[src/include/pmicpc_pkg.sv]
// Package with register map, field positions, reset values and timing constants
package pmicpc_pkg;

  // Register indices in the bank
  localparam int NUM_REGS = 13;
  localparam logic [7:0] ADDR_UV_FUSE   = 8'h2d;
  localparam logic [7:0] ADDR_OFS_TRIM  = 8'h2e;
  localparam logic [7:0] ADDR_GAIN_ISS  = 8'h2f;
  localparam logic [7:0] ADDR_OV_CTRL   = 8'h30;
  localparam logic [7:0] ADDR_HCHK_CTRL = 8'h31;
  localparam logic [7:0] ADDR_PD_MASKS  = 8'h32;
  localparam logic [7:0] ADDR_SM_MASKS  = 8'h33;
  localparam logic [7:0] ADDR_BIAS_A    = 8'h34;
  localparam logic [7:0] ADDR_BIAS_B    = 8'h35;
  localparam logic [7:0] ADDR_BUCK1_ST  = 8'h40;
  localparam logic [7:0] ADDR_BOOST_V   = 8'hca;
  localparam logic [7:0] ADDR_SPL_A     = 8'hcb;
  localparam logic [7:0] ADDR_SPL_B     = 8'hcc;

  localparam logic [7:0] REG_ADDR [NUM_REGS] = '{8'h2d, 8'h2e, 8'h2f, 8'h30, 8'h31, 8'h32, 8'h33,
                                                 8'h34, 8'h35, 8'h40, 8'hca, 8'hcb, 8'hcc};
  // Bits that software may change; others hold their reset value
  localparam logic [7:0] REG_WMASK [NUM_REGS] = '{8'hff, 8'h00, 8'hff, 8'hff, 8'hff, 8'hff, 8'hff,
                                                  8'h1f, 8'h8f, 8'hff, 8'hff, 8'hff, 8'hff};
  // Power-up values (trim registers get their factory value separately)
  localparam logic [7:0] REG_RESET [NUM_REGS] = '{8'h02, 8'h00, 8'h40, 8'h4f, 8'h20, 8'ha3, 8'h02,
                                                  8'h01, 8'h80, 8'h00, 8'he1, 8'h92, 8'h6d};
  localparam int IDX_UV_FUSE = 0;
  localparam int IDX_OFS     = 1;
  localparam int IDX_GAIN    = 2;
  localparam int IDX_OV      = 3;
  localparam int IDX_HCHK    = 4;
  localparam int IDX_PD      = 5;
  localparam int IDX_SM      = 6;
  localparam int IDX_BIAS_A  = 7;
  localparam int IDX_BIAS_B  = 8;
  localparam int IDX_BOOST   = 10;
  localparam int IDX_SPL_A   = 11;
  localparam int IDX_SPL_B   = 12;

  // Single-bit field positions
  localparam int BIT_HOLD_IRQ   = 7;
  localparam int BIT_CONV_DIS   = 6;
  localparam int BIT_TSET_2X    = 3;
  localparam int BIT_TSET_4X    = 2;
  localparam int BIT_HCHK_2X    = 1;
  localparam int BIT_HCHK_4X    = 0;
  localparam int BIT_PVIN_OV_M  = 6;
  localparam int BIT_MEAS_PWR   = 5;
  localparam int BIT_COMPF_M    = 4;
  localparam int BIT_BOOTCAP_M  = 3;
  localparam int BIT_FORCE_OFF  = 4;
  localparam int BIT_LDO_5V     = 3;
  localparam int BIT_LINEAR_REG_RESET_DRIVE    = 2;
  localparam int BIT_FET_MANUAL = 1;
  localparam int BIT_FET_RETRY  = 0;
  localparam int BIT_DIS_DISCHG = 7;
  localparam int BIT_PD_GPIO3   = 2;
  localparam int BIT_SW_MASK    = 7;

  // Timing: clock period, health check base interval and hiccup wait
  localparam longint CLK_PERIOD_NS     = 10;
  localparam longint HCHK_BASE_MIN     = 4;
  localparam longint HCHK_BASE_CYCLES  = (HCHK_BASE_MIN * 64'd60_000_000_000) / CLK_PERIOD_NS;
  localparam longint FET_HICCUP_US     = 1000;
  localparam longint FET_HICCUP_CYCLES = (FET_HICCUP_US * 64'd1000) / CLK_PERIOD_NS;

  // Blocking FET retry states
  typedef enum logic [1:0] {
    BF_OFF      = 2'b00,
    BF_ON       = 2'b01,
    BF_HICCUP   = 2'b10,
    BF_SHUTDOWN = 2'b11
  } pmicpc_fet_e;

endpackage

[src/hw/pmicpc_code_decode.sv]
// Decoder from register codes to engineering values of the protection settings
`timescale 1ns/1ps
module pmicpc_code_decode
  import pmicpc_pkg::*;
(
  input  wire logic [3:0]  uv_code,        // Input undervoltage percent code
  input  wire logic [3:0]  ov_code,        // Input overvoltage percent code
  input  wire logic [3:0]  fuse_code,      // Fuse current limit code
  input  wire logic [1:0]  iss_code,       // Soft-start current code
  input  wire logic [7:0]  boost_code,     // Storage voltage code
  input  wire logic [6:0]  bus_code,       // Bus voltage code
  input  wire logic [2:0]  hsilim_code,    // High-side current limit code
  input  wire logic [1:0]  bus_uv_code,    // Bus undervoltage code
  output logic      [6:0]  uv_pct,         // Undervoltage percent
  output logic      [6:0]  ov_pct,         // Overvoltage percent, 0 when off
  output logic      [13:0] fuse_ma,        // Fuse limit in mA
  output logic      [8:0]  iss_ma,         // Soft-start limit in mA
  output logic      [15:0] boost_mv,       // Storage target in mV
  output logic      [15:0] bus_mv,         // Bus target in mV
  output logic      [3:0]  hsilim_a,       // High-side limit in A
  output logic      [6:0]  bus_uv_pct,     // Bus undervoltage percent
  output logic             bus_uv_rsvd     // Reserved bus undervoltage code
);

  // Percent thresholds
  assign uv_pct = 7'd80 + {3'h0, uv_code};
  assign ov_pct = (ov_code == 4'h0) ? 7'd0 : 7'd105 + {3'h0, ov_code};

  // Fuse limit: 1.5A, then 1A steps from 2A, saturating at 12A
  wire [3:0] fuse_clip = (fuse_code > 4'hb) ? 4'hb : fuse_code;
  assign fuse_ma = (fuse_code == 4'h0) ? 14'd1500 : 14'd1000 * {10'h0, fuse_clip} + 14'd1000;

  // Soft-start current table
  assign iss_ma = (iss_code == 2'h0) ? 9'd147 :
                  (iss_code == 2'h1) ? 9'd212 :
                  (iss_code == 2'h2) ? 9'd305 : 9'd483;

  // Regulator targets in 100mV steps
  assign boost_mv = 16'd5500 + 16'd100 * {8'h0, boost_code};
  assign bus_mv   = 16'd2500 + 16'd100 * {9'h0, bus_code};

  // Supplement buck limits
  assign hsilim_a    = 4'd3 + {1'b0, hsilim_code};
  assign bus_uv_pct  = bus_uv_code[0] ? 7'd70 : 7'd60;
  assign bus_uv_rsvd = bus_uv_code[1];

endmodule

[src/hw/pmicpc_regs.sv]
// Protection configuration register bank with derived controls and FET retry logic
`timescale 1ns/1ps
module pmicpc_regs
  import pmicpc_pkg::*;
#(
  parameter logic [7:0]  OFS_TRIM_VAL  = 8'h80,             // Factory offset trim
  parameter logic [5:0]  GAIN_TRIM_VAL = 6'h20,             // Factory gain trim
  parameter logic [39:0] HCHK_CYCLES   = 40'(HCHK_BASE_CYCLES), // Base health check interval
  parameter logic [23:0] HICCUP_CYCLES = 24'(FET_HICCUP_CYCLES) // Blocking FET hiccup wait
)(
  input  wire logic        mclk,                // System clock
  input  wire logic        rst_b,               // Asynchronous reset, active low
  input  wire logic        reg_wr,              // Register write strobe
  input  wire logic        reg_rd,              // Register read strobe
  input  wire logic [7:0]  reg_addr,            // Register address
  input  wire logic [7:0]  reg_wdata,           // Register write data
  output logic      [7:0]  reg_rdata,           // Register read data
  output logic             reg_rvalid,          // Read data valid pulse
  output logic             reg_err,             // Unmapped access pulse
  input  wire logic [11:0] factory_nominal_input_uv, // Factory nominal input in mV
  output logic      [15:0] uv_threshold_mv,     // Input undervoltage threshold
  output logic      [15:0] ov_threshold_mv,     // Input overvoltage threshold
  output logic             ov_detect_en,        // Overvoltage detection enabled
  output logic      [13:0] fuse_limit_ma,       // Fuse current limit
  output logic      [8:0]  softstart_ma,        // FET soft-start current
  output logic      [15:0] storage_target_mv,   // Storage boost target
  output logic      [15:0] bus_target_mv,       // Supplement bus target
  output logic      [3:0]  hsilim_amps,         // Supplement high-side limit
  output logic      [6:0]  bus_uv_percent,      // Bus undervoltage percent
  output logic             bus_uv_reserved,     // Reserved code selected
  input  wire logic        storage_power_good,  // Storage power good
  input  wire logic        irq_source_n,        // Interrupt from other sources, active low
  output logic             interrupt_request_n, // Interrupt output, active low
  output logic             converter_enable,    // Converter may run
  input  wire logic [3:0]  check_discharge_time, // Discharge time code
  output logic      [3:0]  check_discharge_code, // Discharge time code passed on
  output logic      [3:0]  discharge_scale,     // Discharge time multiplier
  output logic             check_start,         // Health check start pulse
  input  wire logic [12:0] raw_events,          // Raw state-machine events
  output logic      [12:0] gated_events,        // Events allowed to transition
  input  wire logic        bias_above_lockout,  // Bias supply above lockout
  output logic      [4:0]  pin_pulldown_en,     // Pull-downs GPIO6,5,4,3,1
  output logic             bias_switcher_en,    // Bias switcher running
  output logic             linear_reg_en,       // Linear regulator running
  output logic             linear_reg_5v,       // Linear regulator at 5V
  input  wire logic        linear_reg_good,     // Linear regulator in range
  output logic             reset_output_n,      // Reset output, active low
  input  wire logic        blocking_fet_on,     // Manual FET enable
  input  wire logic        fet_fault,           // FET start failure pulse
  output logic             fet_gate_en,         // Blocking FET on
  output logic             boost_shutdown,      // Move to boost shutdown
  input  wire logic        bias_turning_off,    // Whole bias regulator off
  output logic             bias_discharge_en,   // Discharge bias rail
  output logic             measure_input_power, // Input power measurement
  input  wire logic        switch_fault,        // Supplement buck switch fault
  output logic             switch_fault_out     // Switch fault seen by logic
);

  // Register storage and decode
  logic [7:0] reg_ff [NUM_REGS];
  logic [7:0] rdata_ff;
  logic       rvalid_ff;
  logic       err_ff;
  logic [NUM_REGS-1:0] hit;
  logic [7:0] rd_mux;

  // Address compare for each register
  function automatic logic addr_hit(input logic [7:0] a, input int idx);
    return a == REG_ADDR[idx];
  endfunction

  // Reset value of one register, with factory trims
  function automatic logic [7:0] reset_val(input int idx);
    if (idx == IDX_OFS) begin
      return OFS_TRIM_VAL;
    end
    if (idx == IDX_GAIN) begin
      return REG_RESET[IDX_GAIN] | {2'b00, GAIN_TRIM_VAL};
    end
    return REG_RESET[idx];
  endfunction

  // Decoders and read mux
  always_comb begin
    rd_mux = 8'h00;
    for (int i = 0; i < NUM_REGS; i++) begin
      hit[i] = addr_hit(reg_addr, i);
      if (hit[i]) begin
        rd_mux = reg_ff[i];
      end
    end
  end

  wire any_hit = |hit;

  // Register writes, read-only bits keep their value
  for (genvar g = 0; g < NUM_REGS; g++) begin : g_reg
    wire [7:0] nxt_reg = (reg_ff[g] & ~REG_WMASK[g]) | (reg_wdata & REG_WMASK[g]);
    always_ff @(posedge mclk or negedge rst_b) begin
      if (!rst_b) begin
        reg_ff[g] <= reset_val(g);
      end else if (reg_wr && hit[g]) begin
        reg_ff[g] <= nxt_reg;
      end
    end
  end

  // Read data and access status
  always_ff @(posedge mclk or negedge rst_b) begin
    if (!rst_b) begin
      rdata_ff  <= 8'h00;
      rvalid_ff <= 1'b0;
      err_ff    <= 1'b0;
    end else begin
      rvalid_ff <= reg_rd;
      err_ff    <= (reg_rd || reg_wr) && !any_hit;
      if (reg_rd) begin
        rdata_ff <= rd_mux;
      end
    end
  end

  assign reg_rdata  = rdata_ff;
  assign reg_rvalid = rvalid_ff;
  assign reg_err    = err_ff;

  // Field extraction
  wire [7:0] r_uvf  = reg_ff[IDX_UV_FUSE];
  wire [7:0] r_gain = reg_ff[IDX_GAIN];
  wire [7:0] r_ov   = reg_ff[IDX_OV];
  wire [7:0] r_hchk = reg_ff[IDX_HCHK];
  wire [7:0] r_pd   = reg_ff[IDX_PD];
  wire [7:0] r_sm   = reg_ff[IDX_SM];
  wire [7:0] r_ba   = reg_ff[IDX_BIAS_A];
  wire [7:0] r_bb   = reg_ff[IDX_BIAS_B];
  wire [7:0] r_spla = reg_ff[IDX_SPL_A];
  wire [7:0] r_splb = reg_ff[IDX_SPL_B];

  logic [6:0] uv_pct;
  logic [6:0] ov_pct;

  // Code to value decode
  pmicpc_code_decode u_decode (
    .uv_code     (r_uvf[7:4]),
    .ov_code     (r_ov[7:4]),
    .fuse_code   (r_uvf[3:0]),
    .iss_code    (r_gain[7:6]),
    .boost_code  (reg_ff[IDX_BOOST]),
    .bus_code    (r_spla[6:0]),
    .hsilim_code (r_splb[7:5]),
    .bus_uv_code (r_splb[1:0]),
    .uv_pct      (uv_pct),
    .ov_pct      (ov_pct),
    .fuse_ma     (fuse_limit_ma),
    .iss_ma      (softstart_ma),
    .boost_mv    (storage_target_mv),
    .bus_mv      (bus_target_mv),
    .hsilim_a    (hsilim_amps),
    .bus_uv_pct  (bus_uv_percent),
    .bus_uv_rsvd (bus_uv_reserved)
  );

  // Thresholds scale the factory nominal by the chosen percent
  wire [18:0] uv_prod = {7'h00, factory_nominal_input_uv} * {12'h000, uv_pct};
  wire [18:0] ov_prod = {7'h00, factory_nominal_input_uv} * {12'h000, ov_pct};
  wire [18:0] uv_quot = uv_prod / 19'd100;
  wire [18:0] ov_quot = ov_prod / 19'd100;
  assign uv_threshold_mv = uv_quot[15:0];
  assign ov_threshold_mv = ov_quot[15:0];
  assign ov_detect_en    = (r_ov[7:4] != 4'h0);

  // Interrupt hold while storage is not good
  assign interrupt_request_n = irq_source_n && !(r_hchk[BIT_HOLD_IRQ] && !storage_power_good);

  // Converter run control
  assign converter_enable = !r_hchk[BIT_CONV_DIS];

  // Discharge time multiplier: 1, 2, 4 or both stacked to 8
  assign check_discharge_code = check_discharge_time;
  assign discharge_scale = 4'd1 << {r_hchk[BIT_TSET_4X], r_hchk[BIT_TSET_2X]};

  // Health check interval selection
  logic [39:0] hchk_cnt_ff;
  logic        check_start_ff;
  wire  [39:0] hchk_period = r_hchk[BIT_HCHK_4X] ? (HCHK_CYCLES << 2) :
                             r_hchk[BIT_HCHK_2X] ? (HCHK_CYCLES << 1) : HCHK_CYCLES;
  wire         hchk_done   = (hchk_cnt_ff >= hchk_period - 40'd1);
  wire  [39:0] nxt_hchk    = hchk_done ? 40'd0 : hchk_cnt_ff + 40'd1;

  // Health check timer, pulses once per interval
  always_ff @(posedge mclk or negedge rst_b) begin
    if (!rst_b) begin
      hchk_cnt_ff    <= 40'd0;
      check_start_ff <= 1'b0;
    end else begin
      hchk_cnt_ff    <= nxt_hchk;
      check_start_ff <= hchk_done;
    end
  end

  assign check_start = check_start_ff;

  // Transition masks: bits 7..0 state masks, then pvin ov, compfail, bootcap
  wire [12:0] ev_mask = {r_pd[BIT_BOOTCAP_M], r_pd[BIT_COMPF_M], r_pd[BIT_PVIN_OV_M], 2'b00, r_sm};
  wire [12:0] ev_keep = {ev_mask[12:10], 2'b11, 8'hff};
  assign gated_events = raw_events & ~(ev_mask & ev_keep);

  // Unpowered pull-downs
  wire [4:0] pd_sel = {r_pd[7], r_pd[2], r_pd[1], r_bb[BIT_PD_GPIO3], r_pd[0]};
  assign pin_pulldown_en = bias_above_lockout ? 5'h00 : pd_sel;

  // Bias regulator controls
  assign bias_switcher_en  = !r_ba[BIT_FORCE_OFF];
  assign linear_reg_en     = 1'b1;
  assign linear_reg_5v     = r_ba[BIT_LDO_5V];
  assign bias_discharge_en = bias_turning_off && !r_bb[BIT_DIS_DISCHG];
  assign measure_input_power = r_pd[BIT_MEAS_PWR];

  // Reset output follows regulator health when enabled
  assign reset_output_n = !(r_ba[BIT_LINEAR_REG_RESET_DRIVE] && !linear_reg_good);

  // Supplement buck switch fault masking
  assign switch_fault_out = switch_fault && !r_spla[BIT_SW_MASK];

  // Blocking FET request: automatic unless manual select
  wire fet_request = r_ba[BIT_FET_MANUAL] ? blocking_fet_on : 1'b1;
  wire retry_once  = r_ba[BIT_FET_RETRY];

  pmicpc_fet_e fet_st_ff;
  pmicpc_fet_e nxt_fet_st;
  logic [23:0] hic_cnt_ff;
  logic [23:0] nxt_hic_cnt;
  logic        retried_ff;
  logic        nxt_retried;

  // FET retry sequencing
  always_comb begin
    nxt_fet_st  = fet_st_ff;
    nxt_hic_cnt = hic_cnt_ff;
    nxt_retried = retried_ff;
    unique case (fet_st_ff)
      BF_OFF: begin
        nxt_retried = 1'b0;
        if (fet_request) begin
          nxt_fet_st = BF_ON;
        end
      end
      BF_ON: begin
        if (!fet_request) begin
          nxt_fet_st = BF_OFF;
        end else if (fet_fault) begin
          if (retry_once && retried_ff) begin
            nxt_fet_st = BF_SHUTDOWN;
          end else begin
            nxt_fet_st  = BF_HICCUP;
            nxt_hic_cnt = 24'd0;
          end
        end
      end
      BF_HICCUP: begin
        nxt_hic_cnt = hic_cnt_ff + 24'd1;
        if (!fet_request) begin
          nxt_fet_st = BF_OFF;
        end else if (hic_cnt_ff >= HICCUP_CYCLES - 24'd1) begin
          nxt_fet_st  = BF_ON;
          nxt_retried = 1'b1;
        end
      end
      BF_SHUTDOWN: begin
        if (!fet_request) begin
          nxt_fet_st = BF_OFF;
        end
      end
    endcase
  end

  // FET state registers
  always_ff @(posedge mclk or negedge rst_b) begin
    if (!rst_b) begin
      fet_st_ff  <= BF_OFF;
      hic_cnt_ff <= 24'd0;
      retried_ff <= 1'b0;
    end else begin
      fet_st_ff  <= nxt_fet_st;
      hic_cnt_ff <= nxt_hic_cnt;
      retried_ff <= nxt_retried;
    end
  end

  assign fet_gate_en    = (fet_st_ff == BF_ON);
  assign boost_shutdown = (fet_st_ff == BF_SHUTDOWN);

  // The offset trim byte is not writable; the gain trim bits share a fully writable register

endmodule

[config.mk]
export PLATFORM = sky130hd
export DESIGN_NAME = pmicpc_regs
export DESIGN_NICKNAME = d
export VERILOG_FILES = /design/src/include/pmicpc_pkg.sv /design/src/hw/pmicpc_code_decode.sv /design/src/hw/pmicpc_regs.sv
export SDC_FILE = /design/constraint.sdc
export NUM_CORES = 1
export LEC_CHECK = 0
export ABC_AREA = 0
export CAP_MARGIN = 20
export CORE_UTILIZATION = 57
export DETAILED_ROUTE_END_ITERATION = 8
export DONT_BUFFER_PORTS = 1
export GPL_TIMING_DRIVEN = 0
export PLACE_DENSITY = 0.72
export REMOVE_ABC_BUFFERS = 1
export SETUP_SLACK_MARGIN = 0.15
export SLEW_MARGIN = 20
export SYNTH_ARGS = -nofsm -noshare
export SYNTH_HDL_FRONTEND = slang
export SYNTH_HIERARCHICAL = 1
export SYNTH_SLANG_ARGS = --single-unit
[constraint.sdc]
create_clock -name mclk -period 16.38 [get_ports mclk]
set_input_delay 0.819 -clock mclk [delete_from_list [all_inputs] [get_ports mclk]]
set_output_delay 0.819 -clock mclk [all_outputs]
set_load 0.01 [all_outputs]
==> flow_summary.yaml <==
routing:
  via_per_inst: 6.33
  ant_nets: 0
  dr.pass1.iters: 5
  wirelength_um: 52800
  routedWlPerCell_um: 17.6
  drc_errors: 0
  routed-via-count: 19000
  drt_iter0_drc: 1213
clock_tree:
  ctsResizeCount: 0
  ctsHoldBuffers: 0
  cts_tree: "yes"
  clock_sinks: 168
  worstSkewPairLatency_ns: 0.42
  post_cts_buffers: 0
  clkTransAtPathRegs_ns: 0.07
  cts_buffer_depth: 2
  cts_buffers: 17
  h-tree-depth: 4
  root_buffer: "clkbuf_16"
sta:
  layout_setup_ws_ns: 2.06
  tns_ns: 0
  drv_slew: 0
  max_slew_margin: 0.235
  finalHoldViolations: 0
  finalCriticalPeriod_ns: 14.32
  holdWs_ns: 0.0822
  period_share: 0.875
  finClkSkew_ns: 0.0105
  max_freq_ghz: 0.0698
  rsz0062_at_grt: "no"
  setup_violations: 0
  worst_pin_slew_ns: 1.14
run_status:
  run_status: "finished, final reports clean"
setup_path:
  crit_arrival_ns: 13.51
  critPathSlowestCell: "xor2_1"
  crit_top_cell: "fa_1"
  end_kind: "primary output"
  cp.required_ns: 15.56
  cp_slowest_stage_delay_ns: 0.78
  crit_type: "flop to primary output"
  path_max_fanout: 13
  cp-start-kind: "flop"
  reg2reg_slack_ns: 12.75
floorplanning:
  rows: 71
  start_util: 0.584
  die_area_um2: 39600
  ios: 205
  core_um2: 37900
  die_h_um: 199
  fp.dieW_um: 199
synth:
  yosys_warnings: 6
  synth_area_um2: 22100
  yosysUniqueCellTypes: 128
  ys_async_sr_fraction: 1.00
  yosysSeqAreaShare: 0.191
  synthCells: 2586
  syn_avg_cell_area_um2: 8.56
  synth_edf_count: 0
  ys.flop_type: "dfrtp_1"
  ys_seq_elements: 168
placed_design:
  preCtsSetupSlack_ns: 2.66
  place_congestion: 0.891
  hpwl_um: 39700
  io_buffers: 0
finish:
  final_cell_mix: "nand2_1, nor2_1, ha_1"
  regArea_um2: 4240
  n_fill_cell: 3347
  multi_input_area_um2: 16600
  fin_nets: 2813
  final_common_cell: "nand2_1"
  syn2layout_area_growth_pct: 2.88
  num_antenna_cells: 0
  fin_util: 0.601
  layout-drive-gt1-share: 0.114
grt:
  grt_pass1_vias: 18100
  track_usage: 0.265
  grt_max_degree: 169
  grt_pass1_wl_um: 87700
  antenna_found_initial: 0
  globalRouteOverflowTotal: 0
worst_hold_path:
  hold_path_class: "input pin to asynchronous set/reset pin"
job:
  cap_violations: 0
==> stage by stage <==
| step | cell area (um2) | std cells |
|---|---|---|
| finish | 22800 | 3003 |
| floorplan | 21400 | 2456 |
| global route | 22800 | 3003 |
| detailed placement | 22200 | 2971 |
| CTS | 22800 | 3003 |
| global placement | 22100 | 2967 |
==> cells in the mapped netlist, drive strengths merged, types with 11 or more instances <==
cell type | instances | area share
nor2b | 41 | 0.012
a211oi | 43 | 0.017
o21ai | 123 | 0.029
and2 | 135 | 0.038
xor2 | 80 | 0.033
a311oi | 12 | 0.0059
ha | 171 | 0.097
or3 | 24 | 0.0068
o21a | 22 | 0.0078
nor3 | 65 | 0.016
buf | 85 | 0.024
nor2 | 190 | 0.032
nor4 | 21 | 0.0072
inv | 165 | 0.028
mux2i | 22 | 0.011
nand2b | 27 | 0.0076
nand2 | 219 | 0.037
or2 | 14 | 0.0040
nand4 | 38 | 0.011
o31ai | 19 | 0.0077
mux2 | 106 | 0.054
xnor2 | 68 | 0.028
nand3 | 86 | 0.020
o211ai | 41 | 0.016
o22ai | 15 | 0.0045
fa | 106 | 0.096
o2111ai | 12 | 0.0047
dfrtp | 140 | 0.16
dfstp | 28 | 0.033
a22oi | 17 | 0.0064
a21oi | 117 | 0.028
and3 | 27 | 0.0076
a32oi | 12 | 0.0047
a21boi | 11 | 0.0042
clkbuf | 63 | 0.011
a31oi | 26 | 0.0090
a21o | 31 | 0.011
==> worst max-delay path, delay by kind of cell (launching register included) <==
family	cells	cell delay [ns]
muxes	2	0.67
and+or+nand+nor	14	3.62
DFF	1	0.49
adders and majority gates	6	2.56
AOI/OAI and AO/OA	15	4.62
xor gates and xnor gates	2	1.03
buffers and inverters	1	0.08
==> kinds of logic after synthesis <==
logic type | count (synthesis) | synth area share
AOI/OAI and AO/OA | 616 | 0.209
xor gates and xnor gates | 148 | 0.0613
adders and majority gates | 283 | 0.195
buffers and inverters | 314 | 0.0629
DFF | 168 | 0.191
muxes | 128 | 0.0651
other | 4 | 0.000678
and+or+nand+nor | 925 | 0.215
==> cell type report <==
| type | instances | share of cell area |
|---|---|---|
| Multi-Input combinational cell | 2122 | 0.730 |
| Timing Repair Buffer | 4 | 0.00258 |
| Tap cell | 511 | 0.0281 |
| Sequential cell | 168 | 0.186 |
| Inverter | 166 | 0.0274 |
| Clock buffer | 19 | 0.0190 |
| Clock inverter | 13 | 0.00643 |
==> flip-flops by register name (all words and copies together) (netlist names), 2 cells and up <==
signal / count
r_hchk: 8
r_bb: 5
r_spla: 8
r_ba: 5
r_ov: 8
hchk_cnt_ff: 40
r_gain: 8
reg_rdata: 8
r_uvf: 8
r_sm: 8
r_splb: 8
hic_cnt_ff: 24
reg_ff: 16
fet_st_ff: 2
r_pd: 8
==> per-layer routing <==
layer,part of all wire,global-route usage,vias up
li1,-,-,9049
met3,0.052,0.0321,79
met2,0.49,0.461,539
met1,0.44,0.352,9332
met5,0,0,-
met4,0.015,0.0601,0
==> final timing paths <==
| check | from | endpoint | depth (start not counted) |
|---|---|---|---|
| setup / recovery | r_ov[4] | ov_threshold_mv[0] | 40 |
| hold / removal | rst_b | hic_cnt_ff[8] | 0 |
| setup reg to reg | r_hchk[0] | hchk_cnt_ff[17] | 17 |
| hold reg to reg | hchk_cnt_ff[0] | hchk_cnt_ff[0] | 1 |
| max in group asynchronous | rst_b | r_ov[3] | 0 |
| min in group mclk | reg_rd | reg_rvalid | 0 |
Power is left out: the tool's default activity adds up to more than one toggle a clock period on the data nets, which glitch-free logic cannot reach.
